**src/design/pllcfg_pkg.sv**
```systemverilog
// Purpose: Constants for the frequency synthesizer loop configuration bank.
// Assumes: Byte-wide registers reached through the serial control port's register interface.
// Notes: Staged values become active only on the update command.
//
// Behaviour
// - Polarity bit 7 of loop control: 0 positive sense (default), 1 negative.
// - Pump current code scales linearly, 0.6 mA per step, reset code 111.
// - Pump mode: 00 high-Z, 01 source, 10 sink, 11 normal (default).
// - Reference divider is 14 bits; low byte register resets to 0x01.
// - Reference divider upper six bits in bits 5:0 of next register, reset zero.
// - Swallow counter is six bits in low bits of its register, reset zero.
// - Main counter is 13 bits; low byte register resets to 0x03.
// - Main counter upper five bits in bits 4:0 of next register, reset zero.
// - Writes are staged; update-all bit transfers them and clears itself.
// - Readback returns staged values unless readback-select bit returns active ones.
package pllcfg_pkg;

  localparam int ADDR_W = 10;

  localparam logic [ADDR_W-1:0] OFS_READBACK_SEL = 10'h004;
  localparam logic [ADDR_W-1:0] OFS_LOOP_CTRL = 10'h010;
  localparam logic [ADDR_W-1:0] OFS_REF_DIV_LOW = 10'h011;
  localparam logic [ADDR_W-1:0] OFS_REF_DIV_HIGH = 10'h012;
  localparam logic [ADDR_W-1:0] OFS_SWALLOW = 10'h013;
  localparam logic [ADDR_W-1:0] OFS_MAIN_LOW = 10'h014;
  localparam logic [ADDR_W-1:0] OFS_MAIN_HIGH = 10'h015;
  localparam logic [ADDR_W-1:0] OFS_COUNTER_CTRL = 10'h016;
  localparam logic [ADDR_W-1:0] OFS_UPDATE_ALL = 10'h232;

  // Loop control field positions.
  localparam int POS_POLARITY = 7;
  localparam int POS_CP_CUR_LSB = 4;
  localparam int POS_CP_MODE_LSB = 2;
  localparam int POS_PD_LSB = 0;

  localparam int REF_DIV_W = 14;
  localparam int SWALLOW_W = 6;
  localparam int MAIN_W = 13;

  localparam logic [7:0] RST_LOOP_CTRL = 8'h7D;
  localparam logic [7:0] RST_REF_DIV_LOW = 8'h01;
  localparam logic [5:0] RST_REF_DIV_HIGH = 6'h00;
  localparam logic [5:0] RST_SWALLOW = 6'h00;
  localparam logic [7:0] RST_MAIN_LOW = 8'h03;
  localparam logic [4:0] RST_MAIN_HIGH = 5'h00;
  localparam logic [7:0] RST_COUNTER_CTRL = 8'h00;

  // Pump current step in microamps; code 0 gives one step.
  localparam logic [12:0] CP_STEP_UA = 13'h0258;

  typedef enum logic [1:0] {
    PLLCFG_CP_HIZ = 2'b00,
    PLLCFG_CP_SOURCE = 2'b01,
    PLLCFG_CP_SINK = 2'b10,
    PLLCFG_CP_NORMAL = 2'b11
  } pllcfg_cp_mode_t;

  typedef enum logic [1:0] {
    PLLCFG_PD_NORMAL0 = 2'b00,
    PLLCFG_PD_ASYNC = 2'b01,
    PLLCFG_PD_NORMAL1 = 2'b10,
    PLLCFG_PD_SYNC = 2'b11
  } pllcfg_pd_mode_t;

endpackage : pllcfg_pkg

```
**src/design/pllcfg_top.sv**
```systemverilog
// Purpose: Configuration bank for the synthesizer loop: polarity, pump, dividers.
// Assumes: The serial control port presents byte accesses on reg_* in the clk domain.
// Notes: Read data appears one clock after the read strobe.
`timescale 1ns/1ps
module pllcfg_top
  import pllcfg_pkg::*;
(
  input wire logic clk,
  input wire logic rst,
  input wire logic [ADDR_W-1:0] reg_addr,
  input wire logic reg_wr,
  input wire logic [7:0] reg_wdata,
  input wire logic reg_rd,
  output logic [7:0] reg_rdata,
  output logic reg_rvalid,
  output logic pfd_negative,
  output logic [2:0] cp_current,
  output logic [1:0] cp_mode,
  output logic [1:0] pll_pd_mode,
  output logic [REF_DIV_W-1:0] ref_divider,
  output logic [SWALLOW_W-1:0] swallow_count,
  output logic [MAIN_W-1:0] main_count,
  output logic [7:0] counter_control,
  output logic pump_up_force,
  output logic pump_down_force,
  output logic pump_hiz,
  output logic pump_pfd_driven,
  output logic [12:0] pump_current_ua,
  output logic loop_pd_async,
  output logic loop_pd_sync,
  output logic update_busy
);

  logic update_pend_reg;
  logic readback_active_reg;
  logic [7:0] rdata_reg;
  logic rvalid_reg;
  logic [7:0] rdata_next;

  logic wr_loop;
  logic wr_rlo;
  logic wr_rhi;
  logic wr_swl;
  logic wr_mlo;
  logic wr_mhi;
  logic wr_cc;

  logic [7:0] loop_stg;
  logic [7:0] loop_act;
  logic [7:0] rlo_stg;
  logic [7:0] rlo_act;
  logic [5:0] rhi_stg;
  logic [5:0] rhi_act;
  logic [5:0] swl_stg;
  logic [5:0] swl_act;
  logic [7:0] mlo_stg;
  logic [7:0] mlo_act;
  logic [4:0] mhi_stg;
  logic [4:0] mhi_act;
  logic [7:0] cc_stg;
  logic [7:0] cc_act;

  function automatic logic addr_hit(input logic [ADDR_W-1:0] a, input logic [ADDR_W-1:0] ofs);
    addr_hit = (a == ofs);
  endfunction : addr_hit

  assign wr_loop = reg_wr && addr_hit(reg_addr, OFS_LOOP_CTRL);
  assign wr_rlo = reg_wr && addr_hit(reg_addr, OFS_REF_DIV_LOW);
  assign wr_rhi = reg_wr && addr_hit(reg_addr, OFS_REF_DIV_HIGH);
  assign wr_swl = reg_wr && addr_hit(reg_addr, OFS_SWALLOW);
  assign wr_mlo = reg_wr && addr_hit(reg_addr, OFS_MAIN_LOW);
  assign wr_mhi = reg_wr && addr_hit(reg_addr, OFS_MAIN_HIGH);
  assign wr_cc = reg_wr && addr_hit(reg_addr, OFS_COUNTER_CTRL);

  pllcfg_stage_reg #(.W(8), .RST_VAL(RST_LOOP_CTRL)) u_loop (
    .clk(clk),
    .rst(rst),
    .wr_en(wr_loop),
    .wdata(reg_wdata),
    .update(update_pend_reg),
    .staged(loop_stg),
    .active(loop_act)
  );

  pllcfg_stage_reg #(.W(8), .RST_VAL(RST_REF_DIV_LOW)) u_rlo (
    .clk(clk),
    .rst(rst),
    .wr_en(wr_rlo),
    .wdata(reg_wdata),
    .update(update_pend_reg),
    .staged(rlo_stg),
    .active(rlo_act)
  );

  pllcfg_stage_reg #(.W(6), .RST_VAL(RST_REF_DIV_HIGH)) u_rhi (
    .clk(clk),
    .rst(rst),
    .wr_en(wr_rhi),
    .wdata(reg_wdata[5:0]),
    .update(update_pend_reg),
    .staged(rhi_stg),
    .active(rhi_act)
  );

  pllcfg_stage_reg #(.W(6), .RST_VAL(RST_SWALLOW)) u_swl (
    .clk(clk),
    .rst(rst),
    .wr_en(wr_swl),
    .wdata(reg_wdata[5:0]),
    .update(update_pend_reg),
    .staged(swl_stg),
    .active(swl_act)
  );

  pllcfg_stage_reg #(.W(8), .RST_VAL(RST_MAIN_LOW)) u_mlo (
    .clk(clk),
    .rst(rst),
    .wr_en(wr_mlo),
    .wdata(reg_wdata),
    .update(update_pend_reg),
    .staged(mlo_stg),
    .active(mlo_act)
  );

  pllcfg_stage_reg #(.W(5), .RST_VAL(RST_MAIN_HIGH)) u_mhi (
    .clk(clk),
    .rst(rst),
    .wr_en(wr_mhi),
    .wdata(reg_wdata[4:0]),
    .update(update_pend_reg),
    .staged(mhi_stg),
    .active(mhi_act)
  );

  pllcfg_stage_reg #(.W(8), .RST_VAL(RST_COUNTER_CTRL)) u_cc (
    .clk(clk),
    .rst(rst),
    .wr_en(wr_cc),
    .wdata(reg_wdata),
    .update(update_pend_reg),
    .staged(cc_stg),
    .active(cc_act)
  );

  // The update bit clears one clock after it is set; a new request written in the
  // transfer cycle keeps it set so the second batch of writes is not lost.
  always_ff @(posedge clk or posedge rst) begin
    if (rst) begin
      update_pend_reg <= 1'b0;
    end else if (reg_wr && addr_hit(reg_addr, OFS_UPDATE_ALL) && reg_wdata[0]) begin
      update_pend_reg <= 1'b1;
    end else if (update_pend_reg) begin
      update_pend_reg <= 1'b0;
    end
  end

  always_ff @(posedge clk or posedge rst) begin
    if (rst) begin
      readback_active_reg <= 1'b0;
    end else if (reg_wr && addr_hit(reg_addr, OFS_READBACK_SEL)) begin
      readback_active_reg <= reg_wdata[0];
    end
  end

  // Reserved bits above each field read back as zero.
  always_comb begin
    rdata_next = 8'h00;
    unique case (reg_addr)
      OFS_READBACK_SEL: rdata_next = {7'h00, readback_active_reg};
      OFS_LOOP_CTRL: rdata_next = readback_active_reg ? loop_act : loop_stg;
      OFS_REF_DIV_LOW: rdata_next = readback_active_reg ? rlo_act : rlo_stg;
      OFS_REF_DIV_HIGH: rdata_next = {2'h0, readback_active_reg ? rhi_act : rhi_stg};
      OFS_SWALLOW: rdata_next = {2'h0, readback_active_reg ? swl_act : swl_stg};
      OFS_MAIN_LOW: rdata_next = readback_active_reg ? mlo_act : mlo_stg;
      OFS_MAIN_HIGH: rdata_next = {3'h0, readback_active_reg ? mhi_act : mhi_stg};
      OFS_COUNTER_CTRL: rdata_next = readback_active_reg ? cc_act : cc_stg;
      OFS_UPDATE_ALL: rdata_next = {7'h00, update_pend_reg};
      default: rdata_next = 8'h00;
    endcase
  end

  always_ff @(posedge clk or posedge rst) begin
    if (rst) begin
      rdata_reg <= 8'h00;
      rvalid_reg <= 1'b0;
    end else begin
      rvalid_reg <= reg_rd;
      if (reg_rd) begin
        rdata_reg <= rdata_next;
      end
    end
  end

  assign reg_rdata = rdata_reg;
  assign reg_rvalid = rvalid_reg;
  assign update_busy = update_pend_reg;

  // Active fields feed the loop straight from the active copies.
  assign pfd_negative = loop_act[POS_POLARITY];
  assign cp_current = loop_act[POS_CP_CUR_LSB +: 3];
  assign cp_mode = loop_act[POS_CP_MODE_LSB +: 2];
  assign pll_pd_mode = loop_act[POS_PD_LSB +: 2];
  assign ref_divider = {rhi_act, rlo_act};
  assign swallow_count = swl_act;
  assign main_count = {mhi_act, mlo_act};
  assign counter_control = cc_act;

  pllcfg_loop_drive u_drive (
    .clk(clk),
    .rst(rst),
    .cp_current(loop_act[POS_CP_CUR_LSB +: 3]),
    .cp_mode(loop_act[POS_CP_MODE_LSB +: 2]),
    .pd_mode(loop_act[POS_PD_LSB +: 2]),
    .pump_up_force(pump_up_force),
    .pump_down_force(pump_down_force),
    .pump_hiz(pump_hiz),
    .pump_pfd_driven(pump_pfd_driven),
    .pump_current_ua(pump_current_ua),
    .loop_pd_async(loop_pd_async),
    .loop_pd_sync(loop_pd_sync)
  );

endmodule : pllcfg_top

```
**src/design/pllcfg_stage_reg.sv**
```systemverilog
// Purpose: One staged field with its buffer copy and its active copy.
// Assumes: Write and update come from the register port logic on the same clock.
// Notes: A write in the update cycle lands in the buffer only.
`timescale 1ns/1ps
module pllcfg_stage_reg
  import pllcfg_pkg::*;
#(
  parameter int W = 8,
  parameter logic [W-1:0] RST_VAL = '0
) (
  input wire logic clk,
  input wire logic rst,
  input wire logic wr_en,
  input wire logic [W-1:0] wdata,
  input wire logic update,
  output logic [W-1:0] staged,
  output logic [W-1:0] active
);

  always_ff @(posedge clk or posedge rst) begin
    if (rst) begin
      staged <= RST_VAL;
    end else if (wr_en) begin
      staged <= wdata;
    end
  end

  // Active copy takes the buffer value seen at the update edge.
  always_ff @(posedge clk or posedge rst) begin
    if (rst) begin
      active <= RST_VAL;
    end else if (update) begin
      active <= staged;
    end
  end

endmodule : pllcfg_stage_reg

```
**src/design/pllcfg_loop_drive.sv**
```systemverilog
// Purpose: Turns the active loop control fields into registered drive controls.
// Assumes: Inputs are active (post-update) values on the same clock.
// Notes: Outputs lag the active fields by one clock.
`timescale 1ns/1ps
module pllcfg_loop_drive
  import pllcfg_pkg::*;
(
  input wire logic clk,
  input wire logic rst,
  input wire logic [2:0] cp_current,
  input wire logic [1:0] cp_mode,
  input wire logic [1:0] pd_mode,
  output logic pump_up_force,
  output logic pump_down_force,
  output logic pump_hiz,
  output logic pump_pfd_driven,
  output logic [12:0] pump_current_ua,
  output logic loop_pd_async,
  output logic loop_pd_sync
);

  function automatic logic [12:0] current_ua(input logic [2:0] code);
    current_ua = 13'((code + 4'h1) * CP_STEP_UA);
  endfunction : current_ua

  always_ff @(posedge clk or posedge rst) begin
    if (rst) begin
      pump_up_force <= 1'b0;
      pump_down_force <= 1'b0;
      pump_hiz <= 1'b0;
      pump_pfd_driven <= 1'b1;
    end else begin
      pump_up_force <= (cp_mode == PLLCFG_CP_SOURCE);
      pump_down_force <= (cp_mode == PLLCFG_CP_SINK);
      pump_hiz <= (cp_mode == PLLCFG_CP_HIZ);
      pump_pfd_driven <= (cp_mode == PLLCFG_CP_NORMAL);
    end
  end

  always_ff @(posedge clk or posedge rst) begin
    if (rst) begin
      pump_current_ua <= current_ua(3'h7);
    end else begin
      pump_current_ua <= current_ua(cp_current);
    end
  end

  // Codes 00 and 10 both mean the loop runs.
  always_ff @(posedge clk or posedge rst) begin
    if (rst) begin
      loop_pd_async <= 1'b1;
      loop_pd_sync <= 1'b0;
    end else begin
      loop_pd_async <= (pd_mode == PLLCFG_PD_ASYNC);
      loop_pd_sync <= (pd_mode == PLLCFG_PD_SYNC);
    end
  end

endmodule : pllcfg_loop_drive

```
**config.mk**
```make
export PLATFORM = sky130hd
export DESIGN_NAME = pllcfg_top
export DESIGN_NICKNAME = d
export VERILOG_FILES = /design/src/design/pllcfg_pkg.sv /design/src/design/pllcfg_top.sv /design/src/design/pllcfg_stage_reg.sv /design/src/design/pllcfg_loop_drive.sv
export SDC_FILE = /design/constraint.sdc
export NUM_CORES = 1
export LEC_CHECK = 0
export BUFFER_PORTS_ARGS = -buffer_cell sky130_fd_sc_hd__buf_2
export CORE_MARGIN = 3
export CORE_UTILIZATION = 51
export DETAILED_ROUTE_END_ITERATION = 12
export PLACE_DENSITY = 0.76
export SLEW_MARGIN = 20
export SYNTH_ARGS = -nofsm -noshare
export SYNTH_HDL_FRONTEND = slang
export SYNTH_SLANG_ARGS = --single-unit
export TNS_END_PERCENT = 20
```
**constraint.sdc**
```tcl
create_clock -name clk -period 3.8 [get_ports clk]
set_clock_uncertainty 0.05 [all_clocks]
set_input_delay 0.76 -clock clk [delete_from_list [all_inputs] [get_ports clk]]
set_output_delay 0.76 -clock clk [all_outputs]
set_load 0.02 [all_outputs]
```
==> results.md <==
- RSZ-0062 raised after global routing: false
- Clock latency at the later pin of the worst-skew pair: 420 ps
- Clock tree from TritonCTS: built
- Source of the worst register-to-register timing path: u_loop.active[4]$_DFFE_PP1P_
- Yosys synthesis warning count: 0
- Detailed-routing iteration count for the pre-antenna-repair pass: 4
- Worst Path Max Fanout: 7
- Final Max Slew Viols: 0
- FF-to-FF End: u_drive.pump_current_ua[11]$_DFF_PP0_
- Worst max-slew margin expressed relative to the limit: 0.454
- Global placement routability congestion: 0.888
- Detailed placer's ending HPWL: 9280 um
- Routed vias: 3843
- Main combinational cell family by area after synthesis: multiplexers
- Level count of the clock H-tree: 4
- Static Leakage: 0.00352 uW
- Multiplexer fraction of the synthesized cell area: 0.272
- Count of buffering cells on the critical path with inverters included: 0
- Synth-to-Final Area Change: 21.3%
- Maximum Capacitance Violations: 0
- Number of design-rule violations left by the first detailed-router iteration: 241
- Share of post-route cells with drive strength above 1: 0.548
- Worst hold path class: reg -> reg
- Max IR drop VDD: 0.388 mV
- Post-CTS Setup Repair Bufs: 0
- Root Buffer: sky130_fd_sc_hd__clkbuf_16
- Adder-Cell Fraction of Synth Area: 0.0289
- Average vias per placed instance: 5.79
- Worst setup slack after layout: 801 ps
- Sequential share of the synthesized area: 0.537
- Synth cell types: 53
- Number of nets in the layout: 546
- Area share of xor/xnor cells in the synthesized design: 0.0104
- TNS Setup: 0 ps
- Hold Buf Count CTS: 0
- Ordered list of cells on the worst path: ha_1, xor2_1, ha_1, fa_1, ha_1, a21oi_1, o21bai_1, a21oi_1, nor2_1, xor2_1
- Register with the most flip-flops: u_drive.pump_current_ua
- WHS Path Cells: 1
- Overall power of the completed layout: 3250 uW
- R2R setup slack: 800 ps
- Placement Setup Slack: 830 ps
- Number of standard-cell rows in the floorplan: 38
- Ratio of total power to cell area: 456 nW/um2
- Minimum period implied by the final worst setup slack: 3000 ps
- Vias in the first global route: 4093
- Inserted Diodes: 0
- Required time reported for the critical path endpoint: 4080 ps
- Detailed Route WL: 13400 um
- Crit-path leading delay family: adder cells
- Final worst-path cycle share: 0.789
- Initial standard-cell utilization of the core: 0.531
- Number of buffers created by CTS: 17
- Compound-Gate Fraction of Synth Area: 0.0506
- Global route total overflow: 0
- Critical path arrival: 3280 ps
- Final ANT Viol Nets: 0
- Clock sink total: 125
- Most frequent standard cell in the layout excluding fill and tap cells: sky130_fd_sc_hd__mux2_2
- Pin count of the biggest net entering global routing: 126
- Number of flip-flops under the largest register name: 10
- Final Core Density: 0.644
- Total routing usage reported by global routing: 0.221
- WHS Endpoint: u_drive.loop_pd_async$_DFF_PP1_
- Top cell by count, worst path: sky130_fd_sc_hd__ha_1
- Outcome: finished, final reports clean
- Gate count after technology mapping: 412
- Number of port buffers: 96
- Critical path startpoint category: register
- Longest individual stage delay on the worst path: 600 ps
- Syn Area/Cell: 14.3 um2
- Max stage delay cell, worst path: sky130_fd_sc_hd__dfstp_2
- Final Hold Violating Endpoints: 0
- Final setup violation count: 0
- Die area: 12900 um2
- Drt drc: 0
- Core ar.: 11100 um2
- Commonest cells after routing, fill and taps aside: 110 x sky130_fd_sc_hd__mux2_2, 99 x sky130_fd_sc_hd__dfrtp_1, 96 x sky130_fd_sc_hd__buf_2
- Number of top-level design ports: 100
- Max Root-Sink Buffers: 2
- First-pass GRT wire length: 21800 um
- Actual slew at the worst max-slew pin: 819 ps
- Highest clock frequency the design can meet: 0.333 GHz
- Y dimension of the die: 113 um
- Hold path startpoint: u_loop.active[1]$_DFFE_PP0P_
- PostCTS Resize Cnt: 0
- Wire length per cell after detailed routing: 20.2 um
- Initial antenna violation count: 1
- Type of the setup path with the least slack: reg -> reg
- Overall die width: 113 um
- Cell area after synthesis: 5880 um2
- Type of element capturing the critical path: register
- Cells on worst reg2reg path: 10
- Number of synthesized register bits: 125
- Most used DFF post-synth: sky130_fd_sc_hd__dfrtp_1
- Number of enable-type register cells in the synthesized netlist: 0
- Basic-gate share of the synthesized area counting and, or, nand and nor cells: 0.0731
- Proportion of synthesized flip-flops having asynchronous set or reset: 1.00
- Clock transition time at the flip-flop clock pins of the worst setup and hold paths: 50 ps
## cell usage after synthesis (7+ instances only)
cell type / n / area, um2
sky130_fd_sc_hd__a21oi_1: 7 / 35.0
sky130_fd_sc_hd__buf_4: 8 / 60.1
sky130_fd_sc_hd__o22ai_1: 8 / 50.1
sky130_fd_sc_hd__dfrtp_1: 101 / 2530
sky130_fd_sc_hd__a22oi_1: 10 / 75.1
sky130_fd_sc_hd__mux4_2: 12 / 270
sky130_fd_sc_hd__mux2i_1: 9 / 90.1
sky130_fd_sc_hd__dfstp_2: 24 / 631
sky130_fd_sc_hd__mux2_2: 110 / 1240
sky130_fd_sc_hd__nor2_1: 10 / 37.5
sky130_fd_sc_hd__inv_1: 10 / 37.5
sky130_fd_sc_hd__ha_1: 12 / 150
## routing by layer
layer,wire length [um],up-vias,GRT usage
met2,6550,148,0.348
met3,1030,24,0.0822
li1,-,1727,-
met1,5630,1942,0.285
met4,200,2,0.0753
met5,7,-,0
## worst reg2reg max path, delay by kind of cell, from the launching register on
family,cells,cell delay [ps]
xor gates and xnor gates,2,510
and+or+nand+nor,1,110
DFF,1,600
adders and majority gates,4,1260
AOI/OAI and AO/OA,3,390
## power by group
group	leakage (uW)	switching [uW]	internal [uW]
combinational	0.00156	75.9	33.4
clock	0.000327	550	1240
sequential	0.00163	8.35	1350
total	0.00352	634	2620
## area by class of cell
class / count / area (um2)
clock buffer: 28 / 547
clock inverter: 4 / 120
fill: 837 / 3940
inverter: 10 / 41.3
multi-input combinational: 257 / 2570
sequential: 125 / 3160
tap: 140 / 175
timing repair buffer: 100 / 523
## logic make-up after synthesis
family / count (synthesis)
muxes: 131
AOI/OAI and AO/OA: 43
adders and majority gates: 13
xor gates and xnor gates: 7
and+or+nand+nor: 60
other: 1
buffers and inverters: 32
DFF: 125
## worst max path at each step
stage	start	end	slack, ps	cells past startpoint
2_1_floorplan	u_loop.active[4]$_DFFE_PP1P_	u_drive.pump_current_ua[11]$_DFF_PP0_	970	10
3_3_place_gp	u_loop.active[4]$_DFFE_PP1P_	u_drive.pump_current_ua[11]$_DFF_PP0_	950	10
3_5_place_dp	u_loop.active[4]$_DFFE_PP1P_	u_drive.pump_current_ua[11]$_DFF_PP0_	830	10
4_1_cts	u_loop.active[4]$_DFFE_PP1P_	u_drive.pump_current_ua[11]$_DFF_PP0_	800	10
5_1_grt	u_loop.active[4]$_DFFE_PP1P_	u_drive.pump_current_ua[11]$_DFF_PP0_	630	10
6_report	u_loop.active[4]$_DFFE_PP1P_	u_drive.pump_current_ua[11]$_DFF_PP0_	800	10
## through the flow
stage | area, um2 | cells | hold slack [ps]
2_1_floorplan | 5900 | 414 | 422
3_3_place_gp | 6470 | 632 | 399
3_5_place_dp | 6470 | 632 | 404
4_1_cts | 7140 | 664 | 411
5_1_grt | 7140 | 664 | 456
6_report | 7140 | 664 | 408
Note: power is estimated with default switching activity, not from simulation.
